`src/inc/cwr_pkg.sv`:
```
// constants and types for the carriage and wheel restore sequencer
package cwr_pkg;
  localparam int unsigned CLK_HZ = 250_000_000;
  localparam int unsigned SETTLE_MS = 100;
  localparam int unsigned SETTLE_CYC = (CLK_HZ / 1000) * SETTLE_MS;
  localparam int unsigned CNT_W = 32;
  localparam logic [1:0] CAR_EXTRA_STEPS = 2'd2;
  localparam logic [2:0] INDEX_PULSES = 3'd3;
  localparam logic [5:0] WHEEL_EXTRA_COUNTS = 6'd30;
  localparam logic [5:0] WHEEL_SEEK_COUNTS = 6'd30;
  localparam int unsigned WPOS_W = 8;
  localparam logic [WPOS_W-1:0] WPOS_ZERO = 8'h00;

  typedef enum logic [2:0] {
    CWR_IDLE = 3'b000,
    CWR_CAR_REV = 3'b001,
    CWR_CAR_WAIT = 3'b011,
    CWR_CAR_FWD = 3'b010,
    CWR_CAR_STEP = 3'b110,
    CWR_WHL_SEEK = 3'b111,
    CWR_WHL_STEP = 3'b101,
    CWR_DONE = 3'b100
  } cwr_state_t;

  typedef struct packed {
    logic car_enable;
    logic car_reverse;
    logic car_forward;
    logic car_slow;
    logic whl_enable;
    logic whl_cw;
    logic [5:0] whl_velocity;
  } cwr_drive_t;

  typedef struct packed {
    logic car_home;
    logic car_step;
    logic whl_index;
    logic whl_step;
  } cwr_sense_t;
endpackage : cwr_pkg

```
`src/rtl/cwr_restore_seq.sv`:
```
// restore sequencer: carriage homing followed by print wheel homing
//
// Contract
// - carriage homing always runs first
// - slow reverse; servo off at origin sensor
// - wait fixed delay, then move forward
// - two steps past sensor release, then stop
// - wheel homing only after carriage done
// - clockwise wheel at thirty-count move velocity
// - clear wheel position on third index
// - thirty more counts after clear, stop
// - variant stops at index, skips offset
// - start on power-up or restore command
// - block strobes, ready false while running
`timescale 1ns/1ps
module cwr_restore_seq #(
  parameter int unsigned SETTLE_CYCLES = cwr_pkg::SETTLE_CYC,
  parameter bit STOP_AT_INDEX = 1'b0
) (
  input wire logic core_clk, // system clock, 250 MHz
  input wire logic sys_rst, // async reset, high
  input wire logic power_ok, // power monitor level, async
  input wire logic restore_cmd, // controller restore level, async
  input wire cwr_pkg::cwr_sense_t sense_pins, // raw sensor pins
  output cwr_pkg::cwr_drive_t drive, // servo commands
  output logic [cwr_pkg::WPOS_W-1:0] wheel_pos, // absolute wheel position
  output logic busy, // sequence running
  output logic strobe_enable, // strobe latches allowed
  output logic ready_ok, // ready outputs may be true
  output logic done // one-cycle completion pulse
);
  import cwr_pkg::*;

  typedef struct packed {
    cwr_state_t state;
    logic [CNT_W-1:0] timer;
    logic [1:0] car_steps;
    logic [2:0] index_cnt;
    logic [5:0] whl_counts;
    logic [WPOS_W-1:0] wpos;
    logic pwr_prev;
    logic rst_prev;
    logic idx_prev;
    logic cstep_prev;
    logic wstep_prev;
    logic pending;
    logic done;
    cwr_drive_t drive;
  } cwr_st_t;

  cwr_st_t st_r;
  cwr_st_t st_nxt;
  logic [5:0] sync_q;
  cwr_sense_t sense;
  logic pwr_s;
  logic rst_s;
  logic idx_edge;
  logic cstep_edge;
  logic wstep_edge;
  logic start;
  logic [5:0] whl_target;

  cwr_sync #(.W(6)) u_sync (
    .core_clk(core_clk),
    .sys_rst(sys_rst),
    .async_in({power_ok, restore_cmd, sense_pins}),
    .sync_out(sync_q)
  );

  assign pwr_s = sync_q[5];
  assign rst_s = sync_q[4];
  assign sense = cwr_sense_t'(sync_q[3:0]);
  assign idx_edge = sense.whl_index && !st_r.idx_prev;
  assign cstep_edge = sense.car_step && !st_r.cstep_prev;
  assign wstep_edge = sense.whl_step && !st_r.wstep_prev;
  // power coming good or a restore request both start the sequence
  assign start = (pwr_s && !st_r.pwr_prev) || (rst_s && !st_r.rst_prev);
  // wheel stops at the sensor itself on the variant builds
  assign whl_target = STOP_AT_INDEX ? 6'd0 : WHEEL_EXTRA_COUNTS;

  always_comb begin
    st_nxt = st_r;
    st_nxt.pwr_prev = pwr_s;
    st_nxt.rst_prev = rst_s;
    st_nxt.idx_prev = sense.whl_index;
    st_nxt.cstep_prev = sense.car_step;
    st_nxt.wstep_prev = sense.whl_step;
    st_nxt.done = 1'b0;
    if (wstep_edge) begin
      st_nxt.wpos = WPOS_W'(st_r.wpos + 1'b1);
    end
    // a request during a run restarts cleanly once the run ends
    if (start && st_r.state != CWR_IDLE) begin
      st_nxt.pending = 1'b1;
    end
    case (st_r.state)
      CWR_IDLE: begin
        st_nxt.drive = '0;
        if (start || st_r.pending) begin
          st_nxt.pending = 1'b0;
          st_nxt.state = CWR_CAR_REV;
          st_nxt.drive.car_enable = 1'b1;
          st_nxt.drive.car_reverse = 1'b1;
          st_nxt.drive.car_slow = 1'b1;
        end
      end
      CWR_CAR_REV: begin
        if (sense.car_home) begin
          st_nxt.drive = '0;
          st_nxt.timer = '0;
          st_nxt.state = CWR_CAR_WAIT;
        end
      end
      CWR_CAR_WAIT: begin
        if (st_r.timer >= CNT_W'(SETTLE_CYCLES - 1)) begin
          st_nxt.drive.car_enable = 1'b1;
          st_nxt.drive.car_forward = 1'b1;
          st_nxt.state = CWR_CAR_FWD;
        end else begin
          st_nxt.timer = CNT_W'(st_r.timer + 1'b1);
        end
      end
      CWR_CAR_FWD: begin
        if (!sense.car_home) begin
          // a step seen together with the sensor release is already the first one
          st_nxt.car_steps = cstep_edge ? 2'h1 : 2'h0;
          st_nxt.state = CWR_CAR_STEP;
        end
      end
      CWR_CAR_STEP: begin
        if (cstep_edge) begin
          st_nxt.car_steps = 2'(st_r.car_steps + 1'b1);
          if (2'(st_r.car_steps + 1'b1) == CAR_EXTRA_STEPS) begin
            st_nxt.drive = '0;
            // carriage fully home before the wheel is touched
            st_nxt.drive.whl_enable = 1'b1;
            st_nxt.drive.whl_cw = 1'b1;
            st_nxt.drive.whl_velocity = WHEEL_SEEK_COUNTS;
            st_nxt.index_cnt = '0;
            st_nxt.state = CWR_WHL_SEEK;
          end
        end
      end
      CWR_WHL_SEEK: begin
        if (idx_edge) begin
          st_nxt.index_cnt = 3'(st_r.index_cnt + 1'b1);
          if (3'(st_r.index_cnt + 1'b1) == INDEX_PULSES) begin
            st_nxt.wpos = WPOS_ZERO;
            st_nxt.whl_counts = '0;
            if (whl_target == 6'd0) begin
              st_nxt.drive = '0;
              st_nxt.state = CWR_DONE;
            end else begin
              st_nxt.state = CWR_WHL_STEP;
            end
          end
        end
      end
      CWR_WHL_STEP: begin
        if (wstep_edge) begin
          st_nxt.whl_counts = 6'(st_r.whl_counts + 1'b1);
          if (6'(st_r.whl_counts + 1'b1) == whl_target) begin
            st_nxt.drive = '0;
            st_nxt.state = CWR_DONE;
          end
        end
      end
      CWR_DONE: begin
        st_nxt.done = 1'b1;
        st_nxt.state = CWR_IDLE;
      end
      default: begin
        st_nxt.state = CWR_IDLE;
        st_nxt.drive = '0;
      end
    endcase
  end

  always_ff @(posedge core_clk or posedge sys_rst) begin
    if (sys_rst) begin
      st_r <= '0;
    end else begin
      st_r <= st_nxt;
    end
  end

  assign drive = st_r.drive;
  assign wheel_pos = st_r.wpos;
  assign done = st_r.done;
  // ready stays low through the done pulse, so acceptance reopens only after it
  assign busy = (st_r.state != CWR_IDLE) || st_r.pending || st_r.done;
  assign strobe_enable = !busy;
  assign ready_ok = !busy;
endmodule : cwr_restore_seq

```
`src/rtl/cwr_sync.sv`:
```
// two flip-flop synchroniser for the power, restore and sensor inputs
`timescale 1ns/1ps
module cwr_sync #(
  parameter int unsigned W = 4
) (
  input wire logic core_clk, // system clock
  input wire logic sys_rst, // async reset, high
  input wire logic [W-1:0] async_in, // raw pins
  output logic [W-1:0] sync_out // synchronised levels
);
  typedef struct packed {
    logic [W-1:0] meta;
    logic [W-1:0] stable;
  } cwr_sync_st_t;
  cwr_sync_st_t st_r;
  cwr_sync_st_t st_nxt;
  always_comb begin
    st_nxt.meta = async_in;
    st_nxt.stable = st_r.meta;
  end
  always_ff @(posedge core_clk or posedge sys_rst) begin
    if (sys_rst) begin
      st_r <= '0;
    end else begin
      st_r <= st_nxt;
    end
  end
  assign sync_out = st_r.stable;
endmodule : cwr_sync
```
`config.mk`:
```
export PLATFORM = sky130hd
export DESIGN_NAME = cwr_restore_seq
export DESIGN_NICKNAME = d
export VERILOG_FILES = /design/src/inc/cwr_pkg.sv /design/src/rtl/cwr_restore_seq.sv /design/src/rtl/cwr_sync.sv
export SDC_FILE = /design/constraint.sdc
export NUM_CORES = 1
export LEC_CHECK = 0
export BUFFER_PORTS_ARGS = -buffer_cell sky130_fd_sc_hd__buf_2
export CORE_MARGIN = 4
export CORE_UTILIZATION = 33
export CTS_BUF_LIST = sky130_fd_sc_hd__clkbuf_2
export DETAILED_ROUTE_END_ITERATION = 8
export HOLD_SLACK_MARGIN = 0.1
export PLACE_DENSITY = 0.57
export SLEW_MARGIN = 25
export SYNTH_ARGS = -nofsm -noshare
export SYNTH_HDL_FRONTEND = slang
export SYNTH_SLANG_ARGS = --single-unit
```
`constraint.sdc`:
```
create_clock -name core_clk -period 3 [get_ports core_clk]
set_input_delay 0.3 -clock core_clk [delete_from_list [all_inputs] [get_ports core_clk]]
set_output_delay 0.3 -clock core_clk [all_outputs]
set_load 0.005 [all_outputs]
```
==> flow_summary.ini, run 1 <==
[cts]
cts_tree = done
setup_fix_buffers_added_after_clock_tree_synthesis = 0
cts_hold_buffers = 7
clkTransAtPathRegs_ps = 210
h-tree-depth = 3
clock_latency_ps = 530
clock-sinks = 78
tritoncts_buffer_count = 9
clock-root-buffer = clkbuf_2
clock_path_buffers = 2
cts_resized = 0

[grt]
number_of_global_route_vias_before_repair = 2890
grt_max_degree = 52
grt.total_usage = 0.1231
grt_antenna_before_repair = 1
grt-ovfl-total = 0
grt_first_pass_wirelength_um = 14090

[yosys]
synth_edf_count = 0
synthCells = 414
netlist_top_cells_area = dfrtp_1, buf_4, nand2_1
synth_cell_types = 59
syn_avg_cell_area_um2 = 9.677
leading_area_contributor_after_synthesis = dfrtp_1
synth.yosys.seq_area_share = 0.4872
mappedNetlistArea_mm2 = 0.004006
postSynth.topFlopCell = dfrtp_1
ys_async_sr_fraction = 1.000
synth-seq-cells = 78
synthesis.yosys.warnings = 0
synth_top_area_share = 0.4872
synth_most_common_cell = dfrtp_1
ys_top_cells_by_count = dfrtp_1, nand2_1, o21ai_0

[sta]
grt_setup_unrepaired = no
finalMaxSlewViolations = 0
fin_skew_ps = 34.57
tightestPinTransition_ps = 764.5
timing.setup.tns_ps = 0
number_of_failing_hold_endpoints_at_the_final_stage = 0
fmax_mhz = 375.9
relSlewSlack = 0.4875
timing.final.crit_period_ps = 2661
report.final.setup_viol = 0
period_utilisation_layout = 0.8869

[cells_and_area]
area_growth_syn_to_layout_pct = 8.963
post_layout_net_count = 448
final_layout_size_suffix_gt1_frac = 0.1583
stdcell_area_mm2 = 0.004365
filler_cell_count_in_the_final_layout = 1131

[pwr]
p_per_area_mw_per_mm2 = 677.7
power.leakage_nw = 1.971
irDropWorstVdd_uv = 266.2

[floorplan]
rows = 39
floorplan.io_pins = 32
floorplan.die.width_um = 118.2
core_mm2 = 0.01166
initial_core_util = 0.3435
die_y_um = 118.2
dieArea_mm2 = 0.01397

[flow_run]
max_cap_viol_count = 0

[setup_path]
endpoint_kind = output port
critPathMaxFanout = 11
worstPathBufferInverterCount = 4
worst-setup-path-type = flop to output port
ff2ff_setup_slack_ps = 500
worst-r2r-cell-count = 5
path_common_cell = inv_1
cp_top_family = buffers and inverters
critical_path.startpoint_type = flop
critPathMaxStageDelay_ps = 540
cp.arrival_ps = 2360
critPathSlowestCell = dfrtp_1
worstPathRequired_ps = 2700
crit_path_cell_trace = buf_4, inv_1, nand2_1, or4_1, inv_1, buf_2
crit-reg2reg-capture = st_r[50]

[detailed_routing]
route.vias.total = 2982
final_antenna_net_count = 0
finalWirelength_um = 8128
detail_route.iter0.violations = 135
via_per_inst = 5.141
detail_route.wl_per_cell_um = 14.01
detail_route.drc_violations = 0
drtPass1Iterations = 4

[place]
dpl-instance-area_mm2 = 0.004143
final_wtd_congestion = 0.8622
place.port_buffers = 29
place.detailed.hpwl_um = 5648

[status]
status = complete, no violations

[min_path]
hp-class = input port to async pin
## worst reg2reg max path, cell delays in order, from the launching register on
cell	delay, ps
dfrtp_1	680
and3b_1	380
nand4_1	270
a2111oi_4	560
or3b_1	400
a21oi_1	160
## power breakdown
part	internal (mW)	switching, mW
Clock	0.355	0.354
Combinational	0.362	0.545
Sequential	1.19	0.151
## cell type report
type | instances | area (µm²) | area share
multi-input cells | 281 | 1738 | 0.3981
diodes | 1 | 2.502 | 0.0005732
well taps | 143 | 178.9 | 0.04099
clock inverters | 5 | 98.84 | 0.02264
flip-flops and latches | 78 | 1952 | 0.4471
inverters | 18 | 70.07 | 0.01605
repair buffers | 44 | 275.3 | 0.06306
clock buffers | 10 | 50.05 | 0.01146
## registers in the layout (all words and copies together), names as in the netlist, named ones only
signal	count
drive	5
u_sync.sync_out	6
wheel_pos	8
st_r	50
done	1
u_sync.st_nxt	6
## how the worst max path moves through the flow
stage / slack, ps / cells past startpoint / to
2_1_floorplan: 700 / 1 / async pin
3_3_place_gp: 450 / 5 / st_r[45]
3_5_place_dp: 550 / 5 / st_r[50]
4_1_cts: 290 / 6 / ready_ok
5_1_grt: 130 / 6 / strobe_enable
6_report: 340 / 6 / ready_ok
## layer usage
metal / vias to the layer above / wire (µm) / track usage
met1: 1424 / 4026 / 0.1711
li1: 1484 / - / -
met2: 64 / 3662 / 0.1847
met5: - / 0 / 0
met3: 10 / 311 / 0.02627
met4: 0 / 128 / 0.05495
## kinds of logic after synthesis
group,Yosys count,share of synthesized area
simple gates,159,0.2080
mux,8,0.02124
xor+xnor,9,0.01968
fa+ha+maj,8,0.02499
flops,78,0.4872
buf+inv,56,0.08120
other cells,1,0.0009360
compound gates,95,0.1568
## layout by cell type (no fill, tap or decap), drive strengths merged, types with 4 or more instances in the layout
| cell | netlist | final |
|---|---|---|
| nor2b | 6 | 6 |
| nand3 | 23 | 23 |
| nand2 | 43 | 43 |
| nand4 | 9 | 9 |
| nor3 | 7 | 7 |
| dlygate4sd3 | 0 | 7 |
| o211ai | 5 | 5 |
| xor2 | 6 | 6 |
| o21ai | 32 | 32 |
| and3 | 8 | 8 |
| or3 | 4 | 4 |
| and2 | 13 | 13 |
| nand2b | 5 | 5 |
| or4 | 6 | 6 |
| ha | 8 | 8 |
| o31ai | 13 | 13 |
| dfrtp | 78 | 78 |
| buf | 27 | 37 |
| a21oi | 19 | 19 |
| inv | 17 | 17 |
| clkbuf | 10 | 10 |
| mux2 | 4 | 4 |
| a41oi | 4 | 4 |
| nor4 | 4 | 4 |
| nor2 | 25 | 25 |
| mux2i | 4 | 4 |
## per-stage QoR
stage / std cells / setup WS, ps / util / hold WS [ps] / power, mW
3_5_place_dp: 557 / 548.4 / 0.3552 / 334.7 / 2.265
3_3_place_gp: 557 / 447.8 / 0.3548 / 333.3 / 2.242
4_1_cts: 579 / 287.6 / 0.3740 / 335.4 / 2.992
6_report: 580 / 339.4 / 0.3743 / 375.4 / 2.958
2_1_floorplan: 415 / 705.0 / - / 331.2 / 2.107
5_1_grt: 580 / 131.2 / 0.3743 / 328.6 / 3.191
(Power assumes the default switching activity.)
==> run 2: changes to the inputs <==
==> constraint.sdc (replaced) <==
create_clock -name core_clk -period 2.45 [get_ports core_clk]
set_input_delay 0.245 -clock core_clk [delete_from_list [all_inputs] [get_ports core_clk]]
set_output_delay 0.245 -clock core_clk [all_outputs]
set_load 0.005 [all_outputs]
==> flow_summary.ini, run 2 (synthesized netlist as in run 1, its figures left out) <==
[status]
status = complete, no violations

[setup_path]
endpoint_kind = flop
crit_path_cell_trace = ha_1, nand3_1, o211ai_2, a21o_1, a21o_4, buf_4, or4_1, nand2_1
critical_path.startpoint_type = flop
worstPathBufferInverterCount = 1
critPathSlowestCell = dfrtp_1
cp_top_family = compound AO/OA/AOI/OAI gates
critPathMaxFanout = 19
critPathMaxStageDelay_ps = 460
cp.arrival_ps = 2760
worst-setup-path-type = flop to flop
worstPathRequired_ps = 2920

[sta]
number_of_failing_hold_endpoints_at_the_final_stage = 0
period_utilisation_layout = 0.9357
finalMaxSlewViolations = 0
relSlewSlack = 0.5220
fin_skew_ps = 24.38
fmax_mhz = 436.2
timing.final.crit_period_ps = 2292
grt_setup_unrepaired = no
tightestPinTransition_ps = 713.1
report.final.setup_viol = 0
timing.setup.tns_ps = 0

[grt]
grt.total_usage = 0.1215
grt_antenna_before_repair = 1
grt_first_pass_wirelength_um = 14200
grt_max_degree = 79
number_of_global_route_vias_before_repair = 2917
grt-ovfl-total = 0

[floorplan]
initial_core_util = 0.3435
dieArea_mm2 = 0.01397
floorplan.die.width_um = 118.2
core_mm2 = 0.01166
rows = 39
die_y_um = 118.2
floorplan.io_pins = 32

[cts]
clock_latency_ps = 500
cts_tree = done
h-tree-depth = 3
clock-root-buffer = clkbuf_2
clock-sinks = 78
tritoncts_buffer_count = 9
clock_path_buffers = 2
clkTransAtPathRegs_ps = 210

[pwr]
power.leakage_nw = 1.985
irDropWorstVdd_uv = 233.3
p_per_area_mw_per_mm2 = 793.5

[min_path]
hp-class = input port to async pin

[cells_and_area]
stdcell_area_mm2 = 0.004405
layout.area.seq_mm2 = 0.001952
layout_common_cells = dfrtp_1, nand2_1, o21ai_0
fin_util = 0.3777
multiInputGateArea_mm2 = 0.001745
layout.cells.most_common = dfrtp_1
regMostFlops = st_r
final_layout_size_suffix_gt1_frac = 0.1730
post_layout_net_count = 457
largest_register_ffs = 50
filler_cell_count_in_the_final_layout = 1169
area_growth_syn_to_layout_pct = 9.963

[detailed_routing]
final_antenna_net_count = 0
detail_route.iter0.violations = 177
finalWirelength_um = 8076
drtPass1Iterations = 4
via_per_inst = 5.216
route.vias.total = 3072
detail_route.wl_per_cell_um = 13.71
detail_route.drc_violations = 0

[flow_run]
max_cap_viol_count = 0

[place]
dpl-instance-area_mm2 = 0.004200
place.detailed.hpwl_um = 5585
place.port_buffers = 29
final_wtd_congestion = 0.8218
run 2: cell count changes in the layout (fill, tap and decap cells not counted), sizes merged:
cell	delta
clkinvlp	+2
clkinv	+3
bufinv	-2
buf	+9
inv	-2
clkbuf	-1
run 2: routing by layer:
layer / global-route usage / vias to the layer above / wire [µm]
li1: - / 1505 / -
met4: 0.05641 / 0 / 202
met2: 0.1779 / 60 / 3619
met3: 0.02674 / 15 / 363
met1: 0.1714 / 1492 / 3890
met5: 0 / - / 0
run 2: report_power, final:
group	leakage, nW	switching, mW	internal [mW]
registers	1.00	0.161	1.46
logic	0.921	0.716	0.514
clock network	0.0603	0.427	0.219
total	1.98	1.30	2.19
run 2: metrics by stage:
step | hold slack (ps) | power, mW | std cells | setup slack, ps
6_report | 338.2 | 3.496 | 589 | 157.7
5_1_grt | 325.3 | 3.764 | 589 | 24.93
4_1_cts | 304.1 | 3.508 | 585 | 55.53
3_5_place_dp | 336.3 | 2.833 | 563 | 141.4
3_3_place_gp | 333.6 | 2.788 | 563 | 52.67
2_1_floorplan | 276.4 | 2.580 | 415 | 210.0
run 2: area by class of cell:
| cell class | count | area share |
|---|---|---|
| Sequential cell | 78 | 0.4431 |
| Multi-Input combinational cell | 281 | 0.3962 |
| Timing Repair Buffer | 53 | 0.08066 |
| Tap cell | 143 | 0.04061 |
| Inverter | 18 | 0.01647 |
| Clock inverter | 6 | 0.01221 |
| Clock buffer | 9 | 0.01022 |
| Antenna cell | 1 | 0.0005680 |
run 2: worst reg2reg max path: cells and delay by family (launching register included):
family,cells,cell delay (ps)
simple gates,3,670
compound gates,3,690
buf+inv,1,190
fa+ha+maj,1,240
flops,1,460
run 2: worst paths after layout:
| kind | slack, ps | start | cells after the start | end |
|---|---|---|---|---|
| setup reg to reg | 160 | st_r[38] | 8 | st_r[44] |
| max in group asynchronous | 1770 | sys_rst | 4 | u_sync.st_nxt[1] |
| setup / recovery | 160 | st_r[38] | 8 | st_r[44] |
| min in group core_clk | 370 | restore_cmd | 2 | u_sync.st_nxt[4] |
| hold / removal | 340 | sys_rst | 4 | st_r[47] |
| hold reg to reg | 370 | u_sync.st_nxt[0] | 0 | u_sync.sync_out[0] |
run 2: timing repair:
action	4_1_cts	5_1_grt
setup buffers	0	3
pin swaps	0	0
hold endpoints to repair	84	0
resized for setup	1	2
hold buffers	7	0
setup endpoints to repair	3	7
==> run 3: changes to the inputs <==
--- a/config.mk
+++ b/config.mk
@@ -15,4 +15,5 @@
 export SLEW_MARGIN = 25
 export SYNTH_ARGS = -nofsm -noshare
 export SYNTH_HDL_FRONTEND = slang
+export SYNTH_HIERARCHICAL = 1
 export SYNTH_SLANG_ARGS = --single-unit
==> flow_summary.ini, run 3 <==
[place]
final_wtd_congestion = 0.8219
place.detailed.hpwl_um = 5662
pre_cts_ws_ps = 16.83
dpl-instance-area_mm2 = 0.004167
place.port_buffers = 29

[grt]
grt_antenna_before_repair = 0
number_of_global_route_vias_before_repair = 2953
grt_max_degree = 43
grt_first_pass_wirelength_um = 13970
grt-ovfl-total = 0
grt.total_usage = 0.1275

[floorplan]
floorplan.io_pins = 32
floorplan.die.width_um = 116.2
rows = 39
dieArea_mm2 = 0.01350
core_mm2 = 0.01142
die_y_um = 116.2
initial_core_util = 0.3384

[cells_and_area]
antennaDiodeCount = 0
area_growth_syn_to_layout_pct = 13.83
layout_common_cells = dfrtp_1, o21ai_0, nor2_1
filler_cell_count_in_the_final_layout = 1168
final_layout_size_suffix_gt1_frac = 0.1708
stdcell_area_mm2 = 0.004398
largest_register_ffs = 50
layout.area.seq_mm2 = 0.001952
multiInputGateArea_mm2 = 0.001659
regMostFlops = st_r
layout.cells.most_common = dfrtp_1
post_layout_net_count = 456

[yosys]
combinational_family_with_the_most_area_after_synthesis = simple AND/OR/NAND/NOR gates
synth_most_common_cell = dfrtp_1
mappedNetlistArea_mm2 = 0.003864
ys_async_sr_fraction = 1.000
leading_area_contributor_after_synthesis = dfrtp_1
synth_cell_types = 45
yosys.area_share.xor_xnor = 0.02947
synth-seq-cells = 78
synth_fa_ha_area_frac = 0.02591
synth_edf_count = 0
synthCells = 401
netlist_top_cells_area = dfrtp_1, o21ai_0, buf_4
ys_top_cells_by_count = dfrtp_1, o21ai_0, nor2_1
syn_avg_cell_area_um2 = 9.635
postSynth.topFlopCell = dfrtp_1
post_synth_and_or_nand_nor_area_fraction = 0.1972
synth.area.mux_share = 0.01328
synth_top_area_share = 0.5052
synth_compound_gate_area_share = 0.1541
synthesis.yosys.warnings = 6
synth.yosys.seq_area_share = 0.5052

[setup_path]
worstPathRequired_ps = 2880
cp_top_family = compound AO/OA/AOI/OAI gates
crit-reg2reg-capture = st_r[47]
critPathMaxFanout = 11
critical_path.startpoint_type = flop
worstPathBufferInverterCount = 2
worst-setup-path-type = flop to flop
critPathSlowestCell = or4_1
endpoint_kind = flop
cp.arrival_ps = 2720
critPathMaxStageDelay_ps = 580
crit_path_cell_trace = or4_1, a2111oi_4, o211a_1, buf_4, nor2_4, buf_4, o31ai_1
cp.depth = 7
ff2ff_setup_slack_ps = 160
worst_r2r_startpoint = st_r[48]
worst-r2r-cell-count = 7
path_common_cell = buf_4

[min_path]
hp-class = input port to async pin

[flow_run]
max_cap_viol_count = 0

[sta]
hold_slack_ps = 209.7
finalMaxSlewViolations = 0
fmax_mhz = 436.7
period_utilisation_layout = 0.9347
tightestPinTransition_ps = 569.1
post-route-worst-setup-slack_ps = 160.0
relSlewSlack = 0.6192
fin_skew_ps = 27.36
report.final.setup_viol = 0
number_of_failing_hold_endpoints_at_the_final_stage = 0
timing.final.crit_period_ps = 2290

[pwr]
p_per_area_mw_per_mm2 = 902.0
intPower_mw = 2.387
report.power.total_mw = 3.967
switching_fraction = 0.3983
power.leakage_nw = 2.065
share_comb_of_total_power = 0.398
seq_power_share = 0.416
clock_power_share = 0.187
irDropWorstVdd_uv = 350.4
p_switching_mw = 1.580

[detailed_routing]
drtPass1Iterations = 4
detail_route.drc_violations = 0
via_per_inst = 5.129
finalWirelength_um = 7808
detail_route.wl_per_cell_um = 13.28
final_antenna_net_count = 0
route.vias.total = 3016
detail_route.iter0.violations = 203

[status]
status = complete, no violations

[cts]
clock_path_buffers = 2
clock_latency_ps = 520
clkTransAtPathRegs_ps = 250
clock-root-buffer = clkbuf_2
cts_tree = done
h-tree-depth = 3
clock-sinks = 78
tritoncts_buffer_count = 9
[run 3: cell types whose count changed after synthesis, sizes merged, moves of 8 or more]
cell   before  now
a21oi      19    9
and2       13    2
nand2      43   26
nor2       25   38
nor2b       6   14
o21ai      32   52
[run 3: layout make-up]
type                    count  area share
repair buffers             61     0.09445
well taps                 143     0.04068
flip-flops and latches     78      0.4438
multi-input cells         272      0.3772
clock buffers               9     0.01024
inverters                  18     0.01536
clock inverters             7     0.01821
[run 3: cells by family after synthesis]
| family | Yosys count |
|---|---|
| AO/OA/AOI/OAI | 98 |
| XOR/XNOR | 13 |
| adder cells (fa/ha/maj) | 8 |
| buffers and inverters | 52 |
| flip-flops | 78 |
| multiplexers | 5 |
| other | 1 |
| AND/OR/NAND/NOR | 146 |
[run 3: how the worst max path moves through the flow]
stage,startpoint,to
2_1_floorplan,st_r[48],st_r[50]
4_1_cts,st_r[48],st_r[42]
6_report,st_r[48],st_r[47]
3_3_place_gp,st_r[38],st_r[45]
5_1_grt,st_r[48],st_r[47]
3_5_place_dp,st_r[48],st_r[42]
[run 3: timing repair]
item | in CTS | in global routing
pin swaps | 0 | 1
hold endpoints to repair | 42 | 0
endpoints found under the setup margin | 2 | 20
hold buffers | 7 | 0
gates resized for setup | 1 | 4
buffers inserted | 0 | 1
[run 3: worst min-delay path, stage by stage]
cell	delay [ps]
dlygate4sd3_1	520
buf_2	130
inv_1	320
[run 3: metal layers]
layer,part of all wire,routed length (µm),vias up,GRT usage
met5,0,0,-,0
met4,0.021,162,0,0.05568
met3,0.036,281,16,0.02383
met2,0.45,3538,51,0.1837
met1,0.49,3825,1459,0.1867
li1,-,-,1490,-
[run 3: per-stage QoR]
step / instances / setup TNS (ps) / utilization
2_1_floorplan: 402 / 0 / -
3_3_place_gp: 564 / 0 / 0.3649
3_5_place_dp: 564 / 0 / 0.3649
4_1_cts: 587 / 0 / 0.3821
5_1_grt: 588 / -10.15 / 0.3852
6_report: 588 / 0 / 0.3852
[run 3: power groups by stage]
stage	sequential [mW]	combinational, mW	clock [mW]
CTS	1.65	1.57	0.784
finish	1.65	1.58	0.740
global route	1.69	1.80	0.829
global placement	1.67	1.53	0
floorplan	1.64	1.18	0
detailed placement	1.68	1.56	0
